[config.mk]
export PLATFORM = sky130hd
export DESIGN_NAME = ext_bus_cs_mux
export DESIGN_NICKNAME = d
export VERILOG_FILES = /design/src/ext_bus_pkg.sv /design/src/ext_bus_pin_mux.sv /design/src/ext_bus_cs_mux.sv
export SDC_FILE = /design/constraint.sdc
export NUM_CORES = 1
export LEC_CHECK = 0
export BUFFER_PORTS_ARGS = -buffer_cell sky130_fd_sc_hd__buf_4
export CORE_AREA = 5 5 165 167
export CTS_CLUSTER_DIAMETER = 200
export CTS_CLUSTER_SIZE = 25
export DETAILED_ROUTE_END_ITERATION = 8
export DIE_AREA = 0 0 170 172
export HOLD_SLACK_MARGIN = 0.08
export PLACE_DENSITY = 0.5
export SETUP_SLACK_MARGIN = 0.2
export SYNTH_ARGS = -nofsm -noshare
export SYNTH_HDL_FRONTEND = slang
export SYNTH_HIERARCHICAL = 1
export SYNTH_SLANG_ARGS = --single-unit
[constraint.sdc]
create_clock -name CLK_SYS -period 2.82 [get_ports CLK_SYS]
set_input_delay 0 -clock CLK_SYS [delete_from_list [all_inputs] [get_ports CLK_SYS]]
set_output_delay 0 -clock CLK_SYS [all_outputs]
set_load 0.1 [all_outputs]
[src/ext_bus_pkg.sv]
// Overview of operation
// - Select 1 goes to static controller when bit is 0, SDRAM when 1.
// - Select 3 bit set also enables NAND glue logic on that select.
// - Select 4 bit set keeps it static and enables card slot 1 logic.
// - Select 5 bit set keeps it static and enables card slot 2 logic.
// - Pull-up bit 0 enables pull-ups on data lines 0 to 15; 1 disables.
// - Two-bit drive field picks 1.8 V or 3.3 V, low or high drive.
// - Assignment register is read/write at 0x11c, reset 0x00010000.
// - Bus gives 16 or 32 data bits, 26 address bits, eight selects.
// - Shared pins carry signals of the controller doing the access.
// - Dedicated output carries SDRAM address bit 10; static side unused.
package ext_bus_pkg;
    localparam logic [11:0] CS_ASSIGN_ADDR   = 12'h11c;
    localparam logic [31:0] CS_ASSIGN_RESET  = 32'h00010000;
    localparam int          CS1_SDRAM_BIT    = 1;
    localparam int          CS3_NAND_BIT     = 3;
    localparam int          CS4_CARD1_BIT    = 4;
    localparam int          CS5_CARD2_BIT    = 5;
    localparam int          PULLUP_DIS_BIT   = 8;
    localparam int          DRIVE_LSB        = 16;
    localparam logic [31:0] CS_ASSIGN_MASK   = 32'h0003013a;
    localparam int          ADDR_W           = 26;
    localparam int          DATA_W           = 32;
    localparam int          NCS              = 8;

    typedef enum logic [1:0] {
        DRIVE_18_LOW,
        DRIVE_33_LOW,
        DRIVE_18_HIGH,
        DRIVE_33_HIGH
    } pad_drive_t;
endpackage

[src/ext_bus_pin_mux.sv]
`timescale 1ns/10ps
module ext_bus_pin_mux
    import ext_bus_pkg::*;
(
    input  wire logic              sdram_owns,
    input  wire logic [ADDR_W-1:0] smc_addr,
    input  wire logic [12:0]       sdr_addr,
    input  wire logic [3:0]        smc_wr_n,
    input  wire logic [3:0]        sdr_dqm_n,
    input  wire logic [DATA_W-1:0] smc_dout,
    input  wire logic [DATA_W-1:0] sdr_dout,
    input  wire logic              smc_doe_n,
    input  wire logic              sdr_doe_n,
    output logic      [ADDR_W-1:0] addr,
    output logic      [3:0]        wr_n,
    output logic      [DATA_W-1:0] dout,
    output logic                   doe_n
);
    // Shared pins follow whichever controller owns the bus
    always_comb begin
        addr  = smc_addr;
        wr_n  = smc_wr_n;
        dout  = smc_dout;
        doe_n = smc_doe_n;
        if (sdram_owns) begin
            addr          = '0;
            addr[11:2]    = sdr_addr[9:0];
            addr[14:13]   = sdr_addr[12:11];
            wr_n          = sdr_dqm_n;
            dout          = sdr_dout;
            doe_n         = sdr_doe_n;
        end
    end
endmodule

[src/ext_bus_cs_mux.sv]
// Register access over APB was decided locally.
`timescale 1ns/10ps
module ext_bus_cs_mux
    import ext_bus_pkg::*;
(
    input  wire logic                           CLK_SYS,
    input  wire logic                           RST,
    input  wire logic                           PSEL,
    input  wire logic                           PENABLE,
    input  wire logic                           PWRITE,
    input  wire logic [11:0]                    PADDR,
    input  wire logic [31:0]                    PWDATA,
    output logic      [31:0]                    PRDATA,
    output logic                                PREADY,
    output logic                                PSLVERR,
    input  wire logic                           SDRAM_ACCESS,
    input  wire logic [ext_bus_pkg::NCS-1:0]    SMC_CS_N,
    input  wire logic                           SMC_RD_N,
    input  wire logic                           SMC_WE_N,
    input  wire logic [3:0]                     SMC_WR_N,
    input  wire logic [ext_bus_pkg::ADDR_W-1:0] SMC_ADDR,
    input  wire logic [ext_bus_pkg::DATA_W-1:0] SMC_DOUT,
    input  wire logic                           SMC_DOE_N,
    output logic      [ext_bus_pkg::DATA_W-1:0] SMC_DIN,
    output logic                                SMC_WAIT_N,
    input  wire logic                           SDR_CS_N,
    input  wire logic                           SDR_RAS_N,
    input  wire logic                           SDR_CAS_N,
    input  wire logic                           SDR_WE_N,
    input  wire logic [12:0]                    SDR_ADDR,
    input  wire logic [3:0]                     SDR_DQM_N,
    input  wire logic [ext_bus_pkg::DATA_W-1:0] SDR_DOUT,
    input  wire logic                           SDR_DOE_N,
    output logic      [ext_bus_pkg::DATA_W-1:0] SDR_DIN,
    input  wire logic                           WIDE_BUS,
    output logic      [ext_bus_pkg::ADDR_W-1:0] EXT_ADDR,
    output logic      [ext_bus_pkg::NCS-1:0]    EXT_CS_N,
    output logic                                EXT_RD_N,
    output logic                                EXT_WE_N,
    output logic      [3:0]                     EXT_WR_N,
    output logic                                SDRAM_ADDR10_OUT,
    output logic                                EXT_RAS_N,
    output logic                                EXT_CAS_N,
    output logic                                EXT_SDWE_N,
    output logic      [ext_bus_pkg::DATA_W-1:0] EXT_DATA_OUT,
    output logic      [ext_bus_pkg::DATA_W-1:0] EXT_DATA_OE_N,
    input  wire logic [ext_bus_pkg::DATA_W-1:0] EXT_DATA_IN,
    input  wire logic                           EXT_WAIT_N,
    output logic                                NAND_CS_N,
    output logic                                NAND_OE_N,
    output logic                                NAND_WE_N,
    output logic      [1:0]                     CARD_CS_N,
    output logic                                CARD_OE_N,
    output logic                                CARD_WE_N,
    output logic                                DATA_PULLUP_EN,
    output logic      [1:0]                     PAD_DRIVE_CLASS
);
    import ext_bus_pkg::*;

    logic [31:0]       ext_bus_cs_assign;
    logic              cs1_sdram_select;
    logic              cs3_nand_logic_enable;
    logic              cs4_card_slot1_enable;
    logic              cs5_card_slot2_enable;
    logic              sdram_owns;
    logic              wr_access;
    logic              hit;
    logic [ADDR_W-1:0] mux_addr;
    logic [3:0]        mux_wr_n;
    logic [DATA_W-1:0] mux_dout;
    logic              mux_doe_n;
    logic [NCS-1:0]    smc_cs_gated;

    // APB slave: zero wait states, unmapped addresses read zero, no error
    assign hit       = (PADDR == CS_ASSIGN_ADDR);
    assign wr_access = PSEL & PENABLE & PWRITE;
    assign PREADY    = 1'b1;
    assign PSLVERR   = 1'b0;

    always_ff @(posedge CLK_SYS or posedge RST) begin
        if (RST) begin
            ext_bus_cs_assign <= CS_ASSIGN_RESET;
        end else if (wr_access && hit) begin
            ext_bus_cs_assign <= PWDATA & CS_ASSIGN_MASK;
        end
    end

    always_comb begin
        PRDATA = 32'h00000000;
        if (PSEL && !PWRITE && hit) begin
            PRDATA = ext_bus_cs_assign;
        end
    end

    assign cs1_sdram_select      = ext_bus_cs_assign[CS1_SDRAM_BIT];
    assign cs3_nand_logic_enable = ext_bus_cs_assign[CS3_NAND_BIT];
    assign cs4_card_slot1_enable = ext_bus_cs_assign[CS4_CARD1_BIT];
    assign cs5_card_slot2_enable = ext_bus_cs_assign[CS5_CARD2_BIT];

    assign DATA_PULLUP_EN  = ~ext_bus_cs_assign[PULLUP_DIS_BIT];
    assign PAD_DRIVE_CLASS = ext_bus_cs_assign[DRIVE_LSB+1:DRIVE_LSB];

    // SDRAM only owns the pins when select 1 is assigned to it
    assign sdram_owns = cs1_sdram_select & SDRAM_ACCESS;

    ext_bus_pin_mux u_pin_mux (
        .sdram_owns (sdram_owns),
        .smc_addr   (SMC_ADDR),
        .sdr_addr   (SDR_ADDR),
        .smc_wr_n   (SMC_WR_N),
        .sdr_dqm_n  (SDR_DQM_N),
        .smc_dout   (SMC_DOUT),
        .sdr_dout   (SDR_DOUT),
        .smc_doe_n  (SMC_DOE_N),
        .sdr_doe_n  (SDR_DOE_N),
        .addr       (mux_addr),
        .wr_n       (mux_wr_n),
        .dout       (mux_dout),
        .doe_n      (mux_doe_n)
    );

    always_comb begin
        smc_cs_gated = SMC_CS_N;
        if (sdram_owns) begin
            smc_cs_gated = {NCS{1'b1}};
        end
        if (cs1_sdram_select) begin
            smc_cs_gated[1] = 1'b1;
        end
    end

    // Registered pin drive
    always_ff @(posedge CLK_SYS or posedge RST) begin
        if (RST) begin
            EXT_ADDR         <= '0;
            EXT_CS_N         <= {NCS{1'b1}};
            EXT_RD_N         <= 1'b1;
            EXT_WE_N         <= 1'b1;
            EXT_WR_N         <= 4'hf;
            SDRAM_ADDR10_OUT <= 1'b0;
            EXT_RAS_N        <= 1'b1;
            EXT_CAS_N        <= 1'b1;
            EXT_SDWE_N       <= 1'b1;
            EXT_DATA_OUT     <= '0;
            EXT_DATA_OE_N    <= '1;
        end else begin
            EXT_ADDR         <= mux_addr;
            EXT_WR_N         <= mux_wr_n;
            EXT_DATA_OUT     <= mux_dout;
            // Upper half stays off the pins on a 16-bit bus
            EXT_DATA_OE_N    <= {{16{mux_doe_n | ~WIDE_BUS}},
                                 {16{mux_doe_n}}};
            EXT_CS_N         <= smc_cs_gated;
            if (cs1_sdram_select) begin
                EXT_CS_N[1] <= sdram_owns ? SDR_CS_N : 1'b1;
            end
            EXT_RD_N         <= sdram_owns | SMC_RD_N;
            EXT_WE_N         <= sdram_owns | SMC_WE_N;
            SDRAM_ADDR10_OUT <= sdram_owns & SDR_ADDR[10];
            EXT_RAS_N        <= ~sdram_owns | SDR_RAS_N;
            EXT_CAS_N        <= ~sdram_owns | SDR_CAS_N;
            EXT_SDWE_N       <= ~sdram_owns | SDR_WE_N;
        end
    end

    // Glue logic for NAND and card slots, driven from static strobes
    always_ff @(posedge CLK_SYS or posedge RST) begin
        if (RST) begin
            NAND_CS_N <= 1'b1;
            NAND_OE_N <= 1'b1;
            NAND_WE_N <= 1'b1;
            CARD_CS_N <= 2'b11;
            CARD_OE_N <= 1'b1;
            CARD_WE_N <= 1'b1;
        end else begin
            NAND_CS_N <= ~cs3_nand_logic_enable | smc_cs_gated[3];
            NAND_OE_N <= ~cs3_nand_logic_enable | smc_cs_gated[3]
                         | SMC_RD_N | sdram_owns;
            NAND_WE_N <= ~cs3_nand_logic_enable | smc_cs_gated[3]
                         | SMC_WE_N | sdram_owns;
            CARD_CS_N[0] <= ~cs4_card_slot1_enable | smc_cs_gated[4];
            CARD_CS_N[1] <= ~cs5_card_slot2_enable | smc_cs_gated[5];
            CARD_OE_N <= ~((cs4_card_slot1_enable & ~smc_cs_gated[4])
                         | (cs5_card_slot2_enable & ~smc_cs_gated[5]))
                         | SMC_RD_N;
            CARD_WE_N <= ~((cs4_card_slot1_enable & ~smc_cs_gated[4])
                         | (cs5_card_slot2_enable & ~smc_cs_gated[5]))
                         | SMC_WE_N;
        end
    end

    // Read data goes to both controllers; wait only to the static side
    assign SMC_DIN    = EXT_DATA_IN;
    assign SDR_DIN    = EXT_DATA_IN;
    assign SMC_WAIT_N = EXT_WAIT_N;

    reset_value_a: assert property (@(posedge CLK_SYS)
        $fell(RST) |-> ext_bus_cs_assign == CS_ASSIGN_RESET)
        else $error("assignment register reset value wrong");
    reg_write_a: assert property (@(posedge CLK_SYS) disable iff (RST)
        wr_access && hit |=>
        ext_bus_cs_assign == ($past(PWDATA) & CS_ASSIGN_MASK))
        else $error("register write not stored");
    cs1_static_a: assert property (@(posedge CLK_SYS) disable iff (RST)
        !cs1_sdram_select |=> EXT_CS_N[1] == $past(smc_cs_gated[1]))
        else $error("select 1 not from static side");
    cs1_sdram_a: assert property (@(posedge CLK_SYS) disable iff (RST)
        cs1_sdram_select && SDRAM_ACCESS && !SDR_CS_N |=> !EXT_CS_N[1])
        else $error("select 1 not from SDRAM side");
    nand_off_a: assert property (@(posedge CLK_SYS) disable iff (RST)
        !cs3_nand_logic_enable |=> NAND_CS_N && NAND_OE_N && NAND_WE_N)
        else $error("NAND glue active while disabled");
    card1_sel_a: assert property (@(posedge CLK_SYS) disable iff (RST)
        cs4_card_slot1_enable && !smc_cs_gated[4] |=> !CARD_CS_N[0])
        else $error("card slot 1 select missing");
    card2_off_a: assert property (@(posedge CLK_SYS) disable iff (RST)
        !cs5_card_slot2_enable |=> CARD_CS_N[1])
        else $error("card slot 2 select while disabled");
    pullup_ctl_a: assert property (@(posedge CLK_SYS) disable iff (RST)
        DATA_PULLUP_EN == !ext_bus_cs_assign[PULLUP_DIS_BIT])
        else $error("pull-up control inverted");
    drive_class_a: assert property (@(posedge CLK_SYS) disable iff (RST)
        wr_access && hit |=> PAD_DRIVE_CLASS == $past(PWDATA[17:16]))
        else $error("drive class not updated");
    addr10_static_a: assert property (@(posedge CLK_SYS) disable iff (RST)
        !sdram_owns |=> !SDRAM_ADDR10_OUT)
        else $error("address 10 driven for static access");
    exclusive_a: assert property (@(posedge CLK_SYS) disable iff (RST)
        sdram_owns |=> EXT_RD_N && EXT_WE_N && EXT_CS_N[0])
        else $error("static strobes active during SDRAM access");

    sdram_access_c: cover property (@(posedge CLK_SYS) disable iff (RST)
        sdram_owns ##1 !EXT_CS_N[1]);
    nand_access_c: cover property (@(posedge CLK_SYS) disable iff (RST)
        !NAND_OE_N);
    card_access_c: cover property (@(posedge CLK_SYS) disable iff (RST)
        !CARD_CS_N[1]);
endmodule

==> run metrics, run 1 <==
min-delay src=PADDR[7]; DRT Wirelength=14.4 mm; clk_lat worst skew=about 0.35 ns; final sum of negative setup slack=0 ns; Worst-path clk slew=around 0.090 ns; clock tree from TritonCTS=done; number of different library cells in the post-synthesis netlist=26; fin crit share=80.2%; antenna violations before repair=4; Resized Gates After CTS=0; detailed placement HPWL=a little over 10 mm; Setup WS post-layout=0.557 ns; transition time at the pin with the least slew margin=0.990 ns; CP Max Fanout=50; result of the run=complete, no violations; main flop type after synthesis=dfrtp_1; worst endpoint required time=3.04 ns; met3 demand-to-capacity share in global routing=3.68%; start point of the critical path=ext_bus_cs_assign[1]; GRT busiest layer=met2; number of setup violations in the final report=0; fraction of met2 tracks used by global routing=between 10% and 20%; area delta synth->final=86.4%; die area=0.0292 mm2; maximum number of buffers from clock root to sink=2; Slew headroom=approximately 34%; Final Slew Violations=0; H-tree levels=3; Starting Density=17.8%; flop and latch count out of synthesis=92; worst slack after detailed placement=slightly above 1 ns; overall fraction of global-route tracks in use=under 10%; DRT antenna net count=0; power per cell area=522 mW/mm2; Area contributors post-synth=dfrtp_1 (36%), buf_4 (20%), dfstp_2 (16%); Via density=3.41; kind of critical path=reg2reg; area share of the largest cell type after synthesis=35.6%; post-detailed-route DRC marker count=0; final count of hold timing violations=0; leakage power figure=4.03 nW; RSZ-0062 raised after global routing=no; boundary pin count=about 430; instance area at placement=0.00617 mm2; share of cells above drive strength 1=60.6%; minimum clock period=~2.3 ns; M1 GR Usage=10.0%; sink count of the clock tree=92; global-route wire length before repair=20.8 mm; area of the mapped netlist=0.00457 mm2; NumNets Final=907; number of warning messages in the yosys log=6; RD Place Congestion=0.717; sequential area share after synthesis=51.1%; average size of a mapped cell=13.5 um2; finished layout cell area=roughly 0.0085 mm2; cell with the most instances after synthesis=buf_4; Async S/R FF share, synth=100%; Die Wd=between 150 and 200 um; remaining global-route overflow=0; placement row count=59; WP data arrival=about 2.5 ns; number of synthesized flops with an enable pin=0; fin util=33.2%; max_cap viols=0; post-synth top area cell=dfrtp_1; via count of the first global-routing pass=about 3800; largest net degree at the start of global routing=73; top cells by count, synth=buf_4 (124), dfrtp_1 (65), mux2_4 (46), dfstp_2 (27), nor2b_1 (14); gate count after technology mapping=around 340; reg-to-reg critical path startpoint=ext_bus_cs_assign[1]; DRT Pass-1 Iters=4; vias=3553; number of clock buffers inserted by TritonCTS=9; Vert. Die Dim=~170 um; Std-Cell Core Area=between 0.02 and 0.03 mm2; class of the most critical hold timing path=in2reg; 1st-iter DRT viols=around 130; Setup crit start kind=flip-flop; WL/cell=around 14 um; Crit. End Element=flip-flop; hold slack=0.171 ns; clock root buffer=clkbuf_16; Achievable Freq=0.442 GHz; Fin Clk Skew=approximately 0.014 ns; maximum ir drop on the vdd rail=0.238 mV; I/O Buffers=277; Worst R2R Setup Slack=roughly 0.56 ns
-- where the power goes --
group          total, mW  internal [mW]  switching, mW
logic               1.76          0.507           1.25
clock network       1.28          0.701          0.579
registers           1.40           1.38         0.0206
-- critical path, stage by stage, from the launching register on --
cell           delay, ns
dfrtp_1             0.43
nand2_1             0.13
clkinv_2            0.29
buf_12              0.34
mux2_4              0.34
dlygate4sd3_1       0.56
-- layout by cell type, fill, tap and decap left out, drive strengths merged --
cell and n:
buf 314, dlygate4sd3 139, dfrtp 65, mux2 56, dfstp 27, conb 27
nor2b 14, nand2b 12, clkbuf 10, inv 8, and2 7, or2 7
diode 5, clkinv 2, or3b 2, nor4 2, nand2 1, or4b 1
nand4bb 1, and3 1, nand3b 1, o22ai 1, o22a 1, nand4b 1
bufinv 1
-- layout make-up --
| class | count | area [um2] |
|---|---|---|
| fill | 2570 | 17100 |
| timing repair buffer | 453 | 4160 |
| sequential | 92 | 2340 |
| multi-input combinational | 135 | 1270 |
| tap | 335 | 419 |
| clock buffer | 10 | 229 |
| clock inverter | 6 | 70.1 |
| inverter | 5 | 22.5 |
| antenna | 5 | 12.5 |
-- state kept, by name (all words and copies together), names as in the netlist, 2 cells and up --
signal and count:
ext_bus_cs_assign 7, EXT_ADDR 26, CARD_CS_N 2, EXT_DATA_OUT 32, EXT_CS_N 8, EXT_DATA_OE_N 2, EXT_WR_N 4
-- per-layer routing --
layer	part of all wire, %	up-vias
met5	0	-
met4	1.8	0
met3	10	14
met2	52	209
met1	36	1671
li1	-	1659
-- metrics by stage --
stage / power [mW] / cells
2_1_floorplan: 2.74 / 364
3_3_place_gp: 2.56 / 849
3_5_place_dp: 2.57 / 849
4_1_cts: 4.52 / 1036
5_1_grt: 4.63 / 1040
6_report: 4.44 / 1041
-- final timing paths --
| path | to | depth (start not counted) |
|---|---|---|
| worst max-delay path | EXT_DATA_OUT[25] | 5 |
| worst min-delay path | ext_bus_cs_assign[16] | 4 |
| worst max register to register | EXT_DATA_OUT[25] | 5 |
| worst min register to register | ext_bus_cs_assign[17] | 1 |
| max in group asynchronous | EXT_DATA_OUT[25] | 4 |
| min in group asynchronous | EXT_ADDR[8] | 3 |
-- what timing repair did --
item	in CTS	in global routing
hold buffers	171	0
endpoints found under the hold margin	200	0
buffers inserted	0	0
-- cell families after synthesis --
kind of cell	Yosys count	synth area share, %
and+or+nand+nor	50	7.58
buffers and inverters	137	23.2
other	2	0.164
DFF	92	51.1
muxes	56	17.6
AOI/OAI and AO/OA	2	0.329
(Power assumes the default switching activity.)
==> inputs of run 2 (changes only) <==
Settings changed: ABC_AREA from default to 1, CORE_AREA 5 5 165 167 to 5 5 163 165, DIE_AREA 0 0 170 172 to 0 0 168 170, PLACE_DENSITY 0.5 to 0.52.
Clock period 2.82 ns to 2.08 ns, I/O delays scaled along.
==> run 2 against run 1 <==
Effect of this change:
- non-clock buffer count increased by 7
- register-to-register slack lost 0.22 ns
- highest routed layer unchanged
- first-iteration DRC count rose by 52%
- critical path type unchanged
- critical path depth increased by 2
- cell count up 14%
==> run metrics, run 2 <==
fin crit share=84.0% (+3.7 points); clock root buffer=clkbuf_16; largest net degree at the start of global routing=68 (-6.8%); worst endpoint required time=2.30 ns (-0.74 ns); clock tree from TritonCTS=done; sequential area share after synthesis=52.1% (+1.0 points); Setup WS post-layout=0.334 ns (-0.224 ns); flop and latch count out of synthesis=92 (unchanged); Final Slew Violations=0 (unchanged); detailed placement HPWL=11.9 mm (+18%); WP data arrival=1.97 ns (-0.52 ns); family of cells with the greatest summed delay on the critical path=buffers and inverters; RD Place Congestion=0.769 (+7.3%); Critical Path Most Common Cell=nand2_1; average size of a mapped cell=9.07 um2 (-33%); worst slack after detailed placement=0.741 ns (-0.293 ns); placement row count=58 (-1.7%); number of cell instances on the worst register-to-register path=7 (+2); number of warning messages in the yosys log=6 (unchanged); maximum ir drop on the vdd rail=0.300 mV (+26%); buffers plus inverters on the worst setup path=4 (+1); cell with the most instances after synthesis=nand2_1; top cells by count, synth=nand2_1 (174), buf_4 (125), dfrtp_1 (65), inv_1 (34), dfstp_2 (27); DRT Wirelength=17.8 mm (+23%); remaining global-route overflow=0 (unchanged); die area=0.0286 mm2 (-2.3%); biggest regs=EXT_DATA_OUT x32, EXT_ADDR x26, EXT_CS_N x8; transition time at the pin with the least slew margin=0.989 ns (-0.000954 ns); start point of the critical path=ext_bus_cs_assign[1]; Crit. End Element=flip-flop; Vert. Die Dim=170 um (-1.2%); Std-Cell Core Area=0.0249 mm2 (-2.8%); DRT antenna net count=0 (unchanged); final sum of negative setup slack=0 ns (unchanged); Area contributors post-synth=dfrtp_1 (36%), buf_4 (21%), dfstp_2 (16%); overall fraction of global-route tracks in use=11.3% (+2.1 points); number of setup violations in the final report=0 (unchanged); hold slack=0.131 ns (-0.0401 ns); Achievable Freq=0.573 GHz (+30%); flip-flop count of the largest register after layout=32 (unchanged); total power after layout=6.01 mW (+35%); 1st-iter DRT viols=193 (+52%); gate count after technology mapping=494 (+46%); leakage power figure=4.33 nW (+7.3%); kind of critical path=reg2reg; Filler Cells Inserted=2514 (-2.2%); Async S/R FF share, synth=100% (unchanged); cell type of the slowest stage on the worst timing path=dlygate4sd3_1; Non-Filler Instances=1189 (+14%); share of cells above drive strength 1=44.6% (-16 points); Via density=3.66 (+7.1%); Worst-path clk slew=0.07 ns (-0.02 ns); area delta synth->final=91.5%; post-synth top area cell=dfrtp_1; global-route wire length before repair=25.6 mm (+23%); number of clock buffers inserted by TritonCTS=9 (unchanged); Critical Path End=EXT_DATA_OUT[12]; max_cap viols=0 (unchanged); RSZ-0062 raised after global routing=no; via count of the first global-routing pass=4723 (+25%); number of synthesized flops with an enable pin=0 (unchanged); H-tree levels=3 (unchanged); DRT Pass-1 Iters=6 (+2); final count of hold timing violations=0 (unchanged); I/O Buffers=277 (unchanged); Fin Clk Skew=0.00645 ns (-0.00767 ns); minimum clock period=1.75 ns (-0.516 ns); antenna violations before repair=0 (-4); Setup crit start kind=flip-flop; post-detailed-route DRC marker count=0 (unchanged); Most flops, register=EXT_DATA_OUT; area of the mapped netlist=0.00448 mm2 (-1.9%); highest-count cells in the layout ignoring fill and taps=buf_4 (279), nand2_1 (174), dlygate4sd3_1 (144); boundary pin count=428 (unchanged); vias=4347 (+22%); main flop type after synthesis=dfrtp_1; reg-to-reg critical path startpoint=ext_bus_cs_assign[1]; most common cell after layout, fill and taps aside=buf_4; Worst R2R Setup Slack=0.33 ns (-0.22 ns); clk_lat worst skew=0.34 ns (about the same); logic depth of the worst setup path including buffers=7 (+2); NumNets Final=1064 (+17%); area share of the largest cell type after synthesis=36.3% (+0.71 points); Slew headroom=33.9% (+0.064 points); post-placement cell count=994 (+17%); Starting Density=18.0% (+0.16 points); ordered cell list for the critical path=nand2_1 -> inv_4 -> inv_4 -> clkbuf_16 -> nand2_1 -> nand2_1 -> dlygate4sd3_1; sink count of the clock tree=92 (unchanged); maximum number of buffers from clock root to sink=2 (unchanged); number of different library cells in the post-synthesis netlist=19 (-27%); reg-to-reg critical path endpoint=EXT_DATA_OUT[12]; Die Wd=168 um (-1.2%); result of the run=complete, no violations; Worst path max stage delay=0.55 ns (about the same); power per cell area=700 mW/mm2 (+34%); class of the most critical hold timing path=in2reg; WL/cell=15.0 um (+7.8%); CP Max Fanout=23 (-54%)
-- run 2: cell count changes after synthesis, moves of 8 or more --
cell      change
buf_2         +9
nand4_1       +9
nand2_1     +173
inv_1        +29
nor2_1       +19
nor2b_1      -14
nor2_2        +8
nand2b_1     -12
mux2_4       -46
mux2_2       -10
-- run 2: worst min-delay path by stage --
stage                       startpoint           endpoint  slack (ns)  depth (start not counted)
after floorplan               WIDE_BUS  EXT_DATA_OE_N[16]        0.04                          1
after global placement             RST       EXT_ADDR[20]       -0.04                          2
after detailed placement           RST       EXT_ADDR[20]       -0.03                          2
after CTS                 SDRAM_ACCESS        EXT_CS_N[4]        0.08                          4
after global routing      SDRAM_ACCESS        EXT_CS_N[3]        0.14                          4
final                     SDRAM_ACCESS        EXT_CS_N[5]        0.13                          4
-- run 2: power by group --
part	leakage (nW)	total [mW]	switching (mW)	internal, mW
registers	1.06	1.90	0.0307	1.87
clock network	0.140	1.72	0.774	0.946
logic	3.13	2.38	1.74	0.644
-- run 2: per-stage QoR --
step | area, um2 | utilization [%]
after global placement | 6130 | 24.6
after detailed placement | 6130 | 24.6
after global routing | 8580 | 34.5
after floorplan | 4580 | -
final | 8580 | 34.5
after CTS | 8520 | 34.2
-- run 2: kinds of logic (layout without fill, tap and decap cells) --
logic type	after synthesis	after routing	share of synthesized area, %
AND/OR/NAND/NOR	227	227	22.0
buffers and inverters	172	511	25.5
flip-flops	92	92	52.1
other	2	28	0.168
AO/OA/AOI/OAI	1	1	0.196
-- run 2: area by class of cell --
class | instances | area, um2 | share of cell area (%)
tap | 330 | 413 | 4.81
clock inverter | 6 | 71.3 | 0.831
antenna | 1 | 2.50 | 0.0292
timing repair buffer | 460 | 4290 | 50.0
multi-input combinational | 255 | 1100 | 12.8
clock buffer | 10 | 229 | 2.67
sequential | 92 | 2340 | 27.2
inverter | 35 | 140 | 1.63
-- run 2: layer usage --
metal | up-vias | part of all wire [%] | track usage (%) | routed length (um)
li1 | 2038 | - | - | -
met1 | 2029 | 36 | 12.5 | 6410
met2 | 259 | 53 | 20.8 | 9400
met3 | 21 | 9.4 | 3.44 | 1670
met4 | 0 | 1.7 | 3.67 | 301
met5 | - | 0 | 0 | 0
-- run 2: worst register-to-register path, stage by stage, from the launching register on --
cell	delay [ns]
dfrtp_1	0.41
nand2_1	0.13
inv_4	0.13
inv_4	0.08
clkbuf_16	0.21
nand2_1	0.09
nand2_1	0.04
dlygate4sd3_1	0.55
-- run 2: repair_timing --
action                                 4_1_cts  5_1_grt
endpoints found under the hold margin      227        0
setup endpoints to repair                    0       15
buffers inserted                             0        0
hold buffers                               176        0
resized for setup                            0        3
